File: config.mk
export PLATFORM = sky130hd
export DESIGN_NAME = processor_state_regs
export DESIGN_NICKNAME = d
export VERILOG_FILES = /design/src/general_register_bank.v /design/src/processor_state_regs.v /design/src/status_longword_reg.v
export VERILOG_INCLUDE_DIRS = /design/src
export SDC_FILE = /design/constraint.sdc
export NUM_CORES = 2
export LEC_CHECK = 0
export BUFFER_PORTS_ARGS = -buffer_cell sky130_fd_sc_hd__buf_2
export CAP_MARGIN = 20
export CORE_UTILIZATION = 40
export DETAILED_ROUTE_END_ITERATION = 6
export HOLD_SLACK_MARGIN = 0.03
export SETUP_SLACK_MARGIN = 0.15
export SYNTH_ARGS = -nofsm -noshare
export SYNTH_HDL_FRONTEND = slang
export SYNTH_SLANG_ARGS = --single-unit
File: constraint.sdc
create_clock -name core_clk -period 5.95 [get_ports core_clk]
set_clock_uncertainty 0.2 [all_clocks]
set_input_delay 1.785 -clock core_clk [delete_from_list [all_inputs] [get_ports core_clk]]
set_output_delay 1.785 -clock core_clk [all_outputs]
set_load 0.1 [all_outputs]
File: src/processor_state_defines.vh
// register offsets, field positions and reset values of the state block
`ifndef PROCESSOR_STATE_DEFINES_VH
`define PROCESSOR_STATE_DEFINES_VH
`define GREG_COUNT 16
`define GREG_WIDTH 32
`define GREG_IDX_W 4
`define GREG_ARG_BASE 4'hC
`define GREG_FRAME_BASE 4'hD
`define GREG_STACK_TOP 4'hE
`define GREG_NEXT_INSTR 4'hF
`define ADDR_GREG_LAST 8'h3C
`define ADDR_STATUS_LW 8'h40
`define STATUS_LW_RESET 32'h041F0000
`define STATUS_LW_WRITABLE 32'h4FDF00FF
`define STATUS_LW_LOW_HALF 32'h0000FFFF
`define SL_COMPAT 31
`define SL_TRACE_PEND 30
`define SL_FIRST_PART 27
`define SL_INT_STACK 26
`define SL_MODE_HI 25
`define SL_MODE_LO 24
`define SL_PREV_HI 23
`define SL_PREV_LO 22
`define SL_PRIO_HI 20
`define SL_PRIO_LO 16
`define SL_DEC_OV 7
`define SL_FLT_UF 6
`define SL_INT_OV 5
`define SL_TRACE 4
`define SL_CC_HI 3
`define SL_CC_LO 0
`define MODE_KERNEL 2'h0
`define ICR_DEPTH 64
`define ICR_IDX_W 6
`define RESP_OKAY 2'h0
`define RESP_SLVERR 2'h2
`endif

File: src/general_register_bank.v
// sixteen 32-bit general registers with one write port
`timescale 1ns/100ps
`include "processor_state_defines.vh"
module general_register_bank #(
    parameter COUNT = `GREG_COUNT,
    parameter WIDTH = `GREG_WIDTH,
    parameter IDX_W = `GREG_IDX_W
) (
    input wire core_clk,
    input wire rst_n,
    input wire wrEn,
    input wire [IDX_W-1:0] wrIdx,
    input wire [WIDTH-1:0] wrData,
    input wire [WIDTH-1:0] wrMask,
    output wire [COUNT*WIDTH-1:0] allRegs
);
    reg [WIDTH-1:0] bank_reg [0:COUNT-1];
    genvar g;
    generate
        for (g = 0; g < COUNT; g = g + 1) begin : slot
            always @(posedge core_clk) begin
                if (!rst_n) begin
                    bank_reg[g] <= {WIDTH{1'b0}};
                end else if (wrEn && wrIdx == g) begin
                    bank_reg[g] <= (bank_reg[g] & ~wrMask) |
                        (wrData & wrMask);
                end
            end
            assign allRegs[g*WIDTH +: WIDTH] = bank_reg[g];
        end
    endgenerate
endmodule

File: src/processor_state_regs.v
// processor state: general registers, status longword, control regs
//
// Local design decisions: the register offsets and the AXI4-Lite slave port.
`timescale 1ns/100ps
`include "processor_state_defines.vh"
module processor_state_regs #(
    parameter ICR_DEPTH = `ICR_DEPTH,
    parameter ICR_IDX_W = `ICR_IDX_W
) (
    input wire core_clk,
    input wire rst_n,
    input wire [7:0] s_axi_awaddr,
    input wire s_axi_awvalid,
    output reg s_axi_awready,
    input wire [31:0] s_axi_wdata,
    input wire [3:0] s_axi_wstrb,
    input wire s_axi_wvalid,
    output reg s_axi_wready,
    output reg [1:0] s_axi_bresp,
    output reg s_axi_bvalid,
    input wire s_axi_bready,
    input wire [7:0] s_axi_araddr,
    input wire s_axi_arvalid,
    output reg s_axi_arready,
    output reg [31:0] s_axi_rdata,
    output reg [1:0] s_axi_rresp,
    output reg s_axi_rvalid,
    input wire s_axi_rready,
    input wire coreRegWrEn,
    input wire [3:0] coreRegWrIdx,
    input wire [31:0] coreRegWrData,
    input wire [3:0] coreRegRdIdx,
    output reg [31:0] coreRegRdData,
    input wire coreStatusWrEn,
    input wire [31:0] coreStatusWrData,
    input wire ccWrEn,
    input wire [3:0] ccWrData,
    output reg [31:0] statusLongword,
    output reg [31:0] nextInstrPointer,
    output reg [31:0] stackTopPointer,
    output reg [31:0] frameBasePointer,
    output reg [31:0] argBasePointer,
    input wire exceptionTaken,
    input wire contextSwitch,
    output reg statusSaveValid,
    output reg statusSaveToContext,
    output reg [31:0] statusSaveData,
    input wire icrReq,
    input wire icrWrite,
    input wire [ICR_IDX_W-1:0] icrIdx,
    input wire [31:0] icrWrData,
    output reg icrDone,
    output reg [31:0] icrRdData,
    output reg icrPrivFault,
    input wire integerOverflow,
    input wire floatUnderflow,
    output reg integerOverflowTrap,
    output reg floatUnderflowFault,
    output reg presentKernel
);
    // address decode results
    localparam SEL_GREG = 2'h0;
    localparam SEL_STATUS = 2'h1;
    localparam SEL_NONE = 2'h2;

    // byte strobes to a bit mask
    function [31:0] strobeMask;
        input [3:0] strb;
        integer k;
        begin
            for (k = 0; k < 4; k = k + 1) begin
                strobeMask[k*8 +: 8] = {8{strb[k]}};
            end
        end
    endfunction

    // word address decode: 0 greg, 1 status, 2 unmapped
    function [1:0] decodeAddr;
        input [7:0] addr;
        begin
            if (addr[1:0] != 2'h0) begin
                decodeAddr = SEL_NONE;
            end else if (addr <= `ADDR_GREG_LAST) begin
                decodeAddr = SEL_GREG;
            end else if (addr == `ADDR_STATUS_LW) begin
                decodeAddr = SEL_STATUS;
            end else begin
                decodeAddr = SEL_NONE;
            end
        end
    endfunction

    // one 32-bit word out of the flattened bank
    function [31:0] pickWord;
        input [`GREG_COUNT*32-1:0] regs;
        input [3:0] idx;
        begin
            pickWord = regs[idx*32 +: 32];
        end
    endfunction

    wire [`GREG_COUNT*32-1:0] allRegs;
    wire [31:0] statusValue;
    wire kernelMode;

    reg awHeld_reg;
    reg [7:0] awAddr_reg;
    reg wHeld_reg;
    reg [31:0] wData_reg;
    reg [3:0] wStrb_reg;
    reg [31:0] icrMem_reg [0:ICR_DEPTH-1];

    // bus write waits while the core writes the same storage
    wire [1:0] wrSel = decodeAddr(awAddr_reg);
    wire busWrBlocked = (wrSel == SEL_GREG && coreRegWrEn) ||
        (wrSel == SEL_STATUS && (coreStatusWrEn || ccWrEn));
    wire busWrGo = awHeld_reg && wHeld_reg && !s_axi_bvalid &&
        !busWrBlocked;
    wire busRegWr = busWrGo && wrSel == SEL_GREG;
    wire busStatusWr = busWrGo && wrSel == SEL_STATUS;
    // refused: hole, or privileged status bytes outside kernel mode
    wire busWrRefused = wrSel == SEL_NONE || (wrSel == SEL_STATUS &&
        !kernelMode && wStrb_reg[3:2] != 2'h0);

    wire gregWrEn = coreRegWrEn || busRegWr;
    wire [3:0] gregWrIdx = coreRegWrEn ? coreRegWrIdx : awAddr_reg[5:2];
    wire [31:0] gregWrData = coreRegWrEn ? coreRegWrData : wData_reg;
    wire [31:0] gregWrMask = coreRegWrEn ? 32'hFFFFFFFF :
        strobeMask(wStrb_reg);

    general_register_bank #(
        .COUNT(`GREG_COUNT),
        .WIDTH(`GREG_WIDTH),
        .IDX_W(`GREG_IDX_W)
    ) u_bank (
        .core_clk(core_clk),
        .rst_n(rst_n),
        .wrEn(gregWrEn),
        .wrIdx(gregWrIdx),
        .wrData(gregWrData),
        .wrMask(gregWrMask),
        .allRegs(allRegs)
    );

    wire statusWrEn = coreStatusWrEn || busStatusWr;
    wire [31:0] statusWrData = coreStatusWrEn ? coreStatusWrData :
        wData_reg;
    wire [31:0] statusWrMask = coreStatusWrEn ? 32'hFFFFFFFF :
        strobeMask(wStrb_reg);

    status_longword_reg u_status (
        .core_clk(core_clk),
        .rst_n(rst_n),
        .wrEn(statusWrEn),
        .wrData(statusWrData),
        .wrMask(statusWrMask),
        .ccEn(ccWrEn),
        .ccData(ccWrData),
        .kernelMode(kernelMode),
        .value(statusValue)
    );

    // registered copies of the dedicated pointers and status
    always @(posedge core_clk) begin
        if (!rst_n) begin
            coreRegRdData <= 32'h00000000;
            nextInstrPointer <= 32'h00000000;
            stackTopPointer <= 32'h00000000;
            frameBasePointer <= 32'h00000000;
            argBasePointer <= 32'h00000000;
            statusLongword <= `STATUS_LW_RESET;
            presentKernel <= 1'b1;
        end else begin
            coreRegRdData <= pickWord(allRegs, coreRegRdIdx);
            nextInstrPointer <=
                allRegs[`GREG_NEXT_INSTR*32 +: 32];
            stackTopPointer <=
                allRegs[`GREG_STACK_TOP*32 +: 32];
            frameBasePointer <=
                allRegs[`GREG_FRAME_BASE*32 +: 32];
            argBasePointer <=
                allRegs[`GREG_ARG_BASE*32 +: 32];
            statusLongword <= statusValue;
            presentKernel <= kernelMode;
        end
    end

    // an exception wins, so a joint request becomes a stack push
    wire saveReq = exceptionTaken || contextSwitch;
    wire saveToContext = contextSwitch && !exceptionTaken;

    // status save on exception push or context switch store
    always @(posedge core_clk) begin
        if (!rst_n) begin
            statusSaveValid <= 1'b0;
            statusSaveToContext <= 1'b0;
            statusSaveData <= 32'h00000000;
        end else begin
            statusSaveValid <= saveReq;
            if (saveReq) begin
                statusSaveToContext <= saveToContext;
                statusSaveData <= statusValue;
            end
        end
    end

    // arithmetic events gated by the status enables
    always @(posedge core_clk) begin
        if (!rst_n) begin
            integerOverflowTrap <= 1'b0;
            floatUnderflowFault <= 1'b0;
        end else begin
            integerOverflowTrap <= integerOverflow &&
                statusValue[`SL_INT_OV];
            floatUnderflowFault <= floatUnderflow &&
                statusValue[`SL_FLT_UF];
        end
    end

    // move instructions act only in kernel mode
    wire icrGranted = icrReq && kernelMode;
    wire icrRefused = icrReq && !kernelMode;

    // internal control registers, kernel-mode move instructions only
    always @(posedge core_clk) begin
        if (icrGranted && icrWrite) begin
            icrMem_reg[icrIdx] <= icrWrData;
        end
    end

    always @(posedge core_clk) begin
        if (!rst_n) begin
            icrDone <= 1'b0;
            icrPrivFault <= 1'b0;
            icrRdData <= 32'h00000000;
        end else begin
            icrDone <= icrGranted;
            icrPrivFault <= icrRefused;
            if (icrGranted && !icrWrite) begin
                icrRdData <= icrMem_reg[icrIdx];
            end
        end
    end

    // each ready is a one-cycle offer, withheld while an answer waits
    wire awOffer = !awHeld_reg && !s_axi_awready && !s_axi_bvalid;
    wire wOffer = !wHeld_reg && !s_axi_wready && !s_axi_bvalid;

    // bus write channels: address and data taken in either order
    always @(posedge core_clk) begin
        if (!rst_n) begin
            awHeld_reg <= 1'b0;
            awAddr_reg <= 8'h00;
            wHeld_reg <= 1'b0;
            wData_reg <= 32'h00000000;
            wStrb_reg <= 4'h0;
            s_axi_awready <= 1'b0;
            s_axi_wready <= 1'b0;
            s_axi_bvalid <= 1'b0;
            s_axi_bresp <= `RESP_OKAY;
        end else begin
            s_axi_awready <= awOffer;
            s_axi_wready <= wOffer;
            if (s_axi_awvalid && s_axi_awready) begin
                awHeld_reg <= 1'b1;
                awAddr_reg <= s_axi_awaddr;
                s_axi_awready <= 1'b0;
            end
            if (s_axi_wvalid && s_axi_wready) begin
                wHeld_reg <= 1'b1;
                wData_reg <= s_axi_wdata;
                wStrb_reg <= s_axi_wstrb;
                s_axi_wready <= 1'b0;
            end
            if (busWrGo) begin
                awHeld_reg <= 1'b0;
                wHeld_reg <= 1'b0;
                s_axi_bvalid <= 1'b1;
                if (busWrRefused) begin
                    s_axi_bresp <= `RESP_SLVERR;
                end else begin
                    s_axi_bresp <= `RESP_OKAY;
                end
            end else if (s_axi_bvalid && s_axi_bready) begin
                s_axi_bvalid <= 1'b0;
            end
        end
    end

    // bus read channel
    wire [1:0] rdSel = decodeAddr(s_axi_araddr);
    reg [31:0] rdWord;
    reg [1:0] rdResp;
    always @* begin
        rdWord = 32'h00000000;
        rdResp = `RESP_OKAY;
        case (rdSel)
            SEL_GREG: begin
                rdWord = pickWord(allRegs, s_axi_araddr[5:2]);
            end
            SEL_STATUS: begin
                rdWord = statusValue;
            end
            default: begin
                rdResp = `RESP_SLVERR;
            end
        endcase
    end

    always @(posedge core_clk) begin
        if (!rst_n) begin
            s_axi_arready <= 1'b0;
            s_axi_rvalid <= 1'b0;
            s_axi_rdata <= 32'h00000000;
            s_axi_rresp <= `RESP_OKAY;
        end else begin
            s_axi_arready <= !s_axi_arready && !s_axi_rvalid;
            if (s_axi_arvalid && s_axi_arready) begin
                s_axi_arready <= 1'b0;
                s_axi_rvalid <= 1'b1;
                s_axi_rdata <= rdWord;
                s_axi_rresp <= rdResp;
            end else if (s_axi_rvalid && s_axi_rready) begin
                s_axi_rvalid <= 1'b0;
            end
        end
    end
endmodule

File: src/status_longword_reg.v
// status longword storage with fixed, inert and privileged bits
`timescale 1ns/100ps
`include "processor_state_defines.vh"
module status_longword_reg (
    input wire core_clk,
    input wire rst_n,
    input wire wrEn,
    input wire [31:0] wrData,
    input wire [31:0] wrMask,
    input wire ccEn,
    input wire [3:0] ccData,
    output wire kernelMode,
    output reg [31:0] value
);
    reg [31:0] keep;
    reg [31:0] value_next;
    assign kernelMode = value[`SL_MODE_HI:`SL_MODE_LO] == `MODE_KERNEL;
    always @* begin
        keep = wrMask;
        // upper half is privileged
        if (!kernelMode) begin
            keep = wrMask & `STATUS_LW_LOW_HALF;
        end
        value_next = value;
        if (wrEn) begin
            // compat bit and zero fields never store a one
            value_next = ((value & ~keep) | (wrData & keep)) &
                `STATUS_LW_WRITABLE;
        end
        if (ccEn) begin
            value_next[`SL_CC_HI:`SL_CC_LO] = ccData;
        end
    end
    always @(posedge core_clk) begin
        if (!rst_n) begin
            value <= `STATUS_LW_RESET;
        end else begin
            value <= value_next;
        end
    end
endmodule
## After elaboration in Yosys (flattened, before gate mapping)

Memory sizes are Yosys's and may differ from the RTL's. A register that Yosys moved wholly into a read port is not among the register bits.
Index checks and enable logic that the tools add are counted.

- Memory bits (read-only): 0
- RAM bits: 2,560
- Logic and storage cells: 273
- Register bits: 314
- Input bits: 182
- Latch bits: 0
- Memories: 2
- Output and inout port bits: 304

- Magnitude comparators: 2
- Divide/modulo/power cells: 0
- Multiplexer cells: 88
- Shift operators: 2
- Reduce and logical (&&, ||, !) cells: 75
- Equality and inequality tests: 20
- Multiply operators: 0
- $add $sub $neg: 0
- Bitwise operators: 55

Memory list:

| memory | words | bits a word | rd ports | clocked after memory_dff | wr ports | line | text |
|---|---|---|---|---|---|---|---|
| icrMem_reg | 64 | 32 | 1 | 1 | 1 | processor_state_regs.v:111 | `reg [31:0] icrMem_reg [0:ICR_DEPTH-1];` |
| u_bank.bank_reg | 16 | 32 | 16 | 0 | 16 | general_register_bank.v:17 | `reg [WIDTH-1:0] bank_reg [0:COUNT-1];` |

Operators with widths:

| kind | number |
|---|---|
| $shiftx A512 B10 Y32 | 2 |
| $mux W32 | 18 |
| $and A32 B32 Y32 | 17 |
| $or A32 B32 Y32 | 16 |
| $mux W31 | 3 |
| $pmux W32 S2 | 1 |
| $and A31 B31 Y31 | 2 |
| $mux W1 | 55 |
| $logic_and A1 B1 Y1 | 42 |
| $eq A4 B4 Y1 const B | 8 |
| $not A32 Y32 | 1 |
| $not A31 Y31 | 1 |
| $or A31 B31 Y31 | 1 |
| $eq A4 B3 Y1 const B | 4 |
| $eq A8 B7 Y1 const B | 2 |
| $le A8 B6 Y1 const B | 2 |
| $mux W2 | 8 |
| $or A1 B1 Y1 | 16 |
| $logic_not A1 Y1 | 12 |
| $mux W4 | 3 |
| $reduce_bool A2 Y1 | 6 |
| $reduce_or A2 Y1 | 5 |
| $eq A4 B2 Y1 const B | 2 |
| $logic_not A2 Y1 | 3 |
| other kinds (6) | 12 |

## Logic depth before layout (Yosys ltp)

- Depth in word-level cells: 16
- Depth in mapped cells: 11
- Depth with buffers taken out: 6

## Hierarchy

A second synthesis with hierarchy kept.

- Cell total of the unflattened synthesis: 7,671
- Area, all modules: 123,870.1 µm²

Modules (own cells, without submodules):

| module | cells each | area an instance (µm²) | seq. area each (µm²) | times used |
|---|---|---|---|---|
| processor_state_regs | 5,781 | 98,522.0 | 68,465.7 | 1 |
| general_register_bank | 1,777 | 24,233.2 | 15,374.7 | 1 |
| status_longword_reg | 113 | 1,114.8 | 400.4 | 1 |

## Worst setup path before layout

Ideal clock, no wire load.

- Path type: input -> register
- Start: in coreRegWrEn
- End: mem u_bank.bank_reg[2][0] in the netlist's numbering, enable pin
- Arrival time: 4,967 ps
- Slack: 318 ps
- Library setup time: 466 ps
- Stages: 5
- Required time: 5,284 ps
- Buffers on the path: 3
- Cells stage by stage: buf_2 buf_1 clkbuf_1 o32a_1 o21ai_0

RTL lines:

| what | line | text |
|---|---|---|
| start: declaration | processor_state_regs.v:29 | `input wire coreRegWrEn,` |
| end: declaration | general_register_bank.v:17 |  |

==> summary.txt <==
Job
  – Maxcap violations: 0

Drt
  – Top sig layer: met5
  – WL met1: 153 mm
  – Drt drc: 0
  – Routed wire per std cell: 33.5 um
  – DR vias/cell: 6.19
  – Via Count: 75323
  – DR pass1 iterations: 6
  – Final WL: 408 mm
  – Drt first-iter violations: 10647
  – WL met2: 189 mm
  – Final antenna-violating net count: 0
  – Met3 routed WL: about 46 mm

Hold path
  – Hold Path Depth: 1
  – Worst min-delay path startpoint: awHeld_reg
  – Hold Path Sink: s_axi_awready
  – HP Class: flip-flop to flip-flop

Timing
  – RSZ-0062 raised after global routing: no
  – Tightest Pin Transition: 1.23 ns
  – Slew HR: 0.175
  – TNS Setup: 0 ns
  – Fin crit share: 0.726
  – Pins Over Slew Limit: 0
  – Min cycle time layout: roughly 4.3 ns
  – Final setup viols: 0
  – FMAX: between 200 and 250 MHz
  – Final hold viol count: 0

Synth
  – Yosys top cell area share: 0.648
  – Yosys reg bits: ~2900
  – Synth cell types: 72
  – Register area share after synthesis: 0.706
  – Area contributors post-synth: edfxtp_1, mux4_2, dfxtp_1, a21oi_1, nand2_1
  – Syn Inst Count: 7334
  – Main synth FF type: edfxtp_1
  – Mean Syn Cell Area: 16.2 um^2
  – Synth async-reset ratio: 0
  – Synth warn: 0
  – Post-synth EDFFs: 2560
  – Area leader, netlist: edfxtp_1
  – Area of the mapped netlist: 119000 um^2

Floorplan
  – I/O Pins: 486
  – Core area: 295000 um^2
  – Die Wd: about 550 um
  – Die area: 299000 um^2
  – Rows: 199
  – Die Ht: 547 um
  – Starting Density: 0.403

Final layout
  – Share of cells above drive strength 1: 0.266
  – Area Growth Syn to Fin: 17.2%
  – Finished Cell Area: 139000 um^2
  – Fillcell total: 25045
  – Max reg flops: 2048
  – Layout net count: 8162

Critical path
  – Worst Path Required: 6.51 ns
  – Critical Path End Type: flip-flop
  – Reg2Reg Depth: 7
  – CP Max Fanout: between 40 and 50
  – Setup slack, reg-to-reg: 1.80 ns
  – Crit path kind: primary input to flip-flop
  – Slowest CP cell: a211oi_1
  – Ordered cell list for the critical path: buf_8, buf_12, buf_4, mux4_2, mux2i_1, o22ai_1, a211oi_1, a31oi_1
  – Crit path DAT: 4.88 ns
  – Crit path largest cell delay: 0.62 ns
  – Startpoint Class: primary input
  – End of the worst register-to-register path: icrMem_reg[45][23]

Clocking
  – H-Tree Depth: 5
  – CTS buffer count: 311
  – Clock-pin slew on the worst setup and hold paths: 0.06 ns
  – CTS root buf: clkbuf_16
  – Number of setup buffers added after CTS: 0
  – Sink Count: 2904
  – Hold Buf Count CTS: 0
  – Resized Gates After CTS: 0
  – Worst-Skew Late Latency: approximately 0.92 ns
  – Clk buf depth: 4
  – CTS tree: yes

Global routing
  – Tot GR Track Use: 0.267
  – Vias in the first global route: between 70000 and 80000
  – Pin count of the biggest net entering global routing: 105
  – Overflow after GRT: 0
  – Antenna violations before repair: 34
  – Global-route wire length before repair: 568 mm

Pwr
  – Power density cells: 334 nW/um^2
  – Peak supply drop: 0.323 mV
  – Leak: about 0.047 uW

Placed design
  – I/O Buffers: between 400 and 500
  – GP Congestion: between 0.8 and 0.9
  – DP Area: ~130000 um^2
  – Post-DP HPWL: 251 mm

Run status
  – Status: complete, no violations
synth_stat cells, types with 148 or more instances:
| cell type | number |
|---|---|
| mux2i_1 | 220 |
| clkbuf_1 | 313 |
| a221oi_1 | 213 |
| dfxtp_1 | 344 |
| nand2_1 | 819 |
| and2_1 | 182 |
| o21ai_0 | 149 |
| edfxtp_1 | 2560 |
| mux4_2 | 537 |
| buf_2 | 148 |
| nor2_1 | 203 |
| a21oi_1 | 697 |
| mux2_2 | 153 |
kinds of logic after synthesis:
| logic type | Yosys count | share of synthesized area |
|---|---|---|
| flip-flops | 2904 | 0.706 |
| AO/OA/AOI/OAI | 1552 | 0.0838 |
| AND/OR/NAND/NOR | 1369 | 0.0507 |
| multiplexers | 911 | 0.135 |
| buffers and inverters | 597 | 0.0244 |
| other | 1 | 0.0000316 |
worst max-delay path, delay by kind of cell:
| family | cells | cell delay [ns] |
|---|---|---|
| AOI/OAI and AO/OA | 3 | 0.97 |
| muxes | 2 | 0.87 |
| buffers and inverters | 3 | 1.08 |
cell usage in the layout (no fill, tap or decap), types with 132 or more instances in the layout:
master,instances
edfxtp_1,2560
mux4_2,537
dfxtp_1,344
mux2_2,153
o21ai_0,132
nand2_1,815
a221oi_1,213
buf_2,438
clkbuf_16,322
a21oi_1,697
and2_1,178
mux2i_1,220
buf_4,343
metal layers:
layer | track usage | up-vias
met5 | 0 | -
met3 | 0.0584 | 959
li1 | - | 30325
met1 | 0.355 | 38845
met2 | 0.423 | 5182
met4 | 0.117 | 12
power breakdown:
group	switching [uW]	leakage, uW	internal (uW)
logic	2930	0.0152	1170
registers	256	0.0265	22500
clock network	8370	0.00505	11200
how the worst max path moves through the flow:
stage	startpoint	end
3_3_place_gp	icrIdx[1]	icrRdData[10]
4_1_cts	icrIdx[1]	icrRdData[10]
2_1_floorplan	coreRegWrEn	u_bank.bank_reg[2][0]
5_1_grt	icrIdx[1]	icrRdData[10]
6_report	icrIdx[1]	icrRdData[10]
3_5_place_dp	icrIdx[1]	icrRdData[10]
per-stage QoR:
| stage | util | hold WS [ns] | total power, uW | setup WS, ns | instances |
|---|---|---|---|---|---|
| after detailed placement | 0.436 | 0.233 | 27100 | 0.810 | 11570 |
| after global placement | 0.436 | 0.229 | 27100 | 0.800 | 11570 |
| after CTS | 0.471 | 0.240 | 46500 | 1.76 | 12138 |
| after floorplan | - | 0.215 | 25500 | 0.318 | 7359 |
| final | 0.472 | 0.240 | 46400 | 1.63 | 12166 |
| after global routing | 0.472 | 0.248 | 47400 | 1.68 | 12156 |
layout make-up:
class / instances / area (um^2) / area share
inverter: 8 / 42.5 / 0.000306
antenna: 12 / 30.0 / 0.000216
tap: 3919 / 4900 / 0.0353
sequential: 2904 / 83800 / 0.603
clock buffer: 395 / 8510 / 0.0612
timing repair buffer: 897 / 7060 / 0.0508
clock inverter: 173 / 1800 / 0.0130
multi-input combinational: 3858 / 32900 / 0.237
Power figures use the tool's default switching activity.
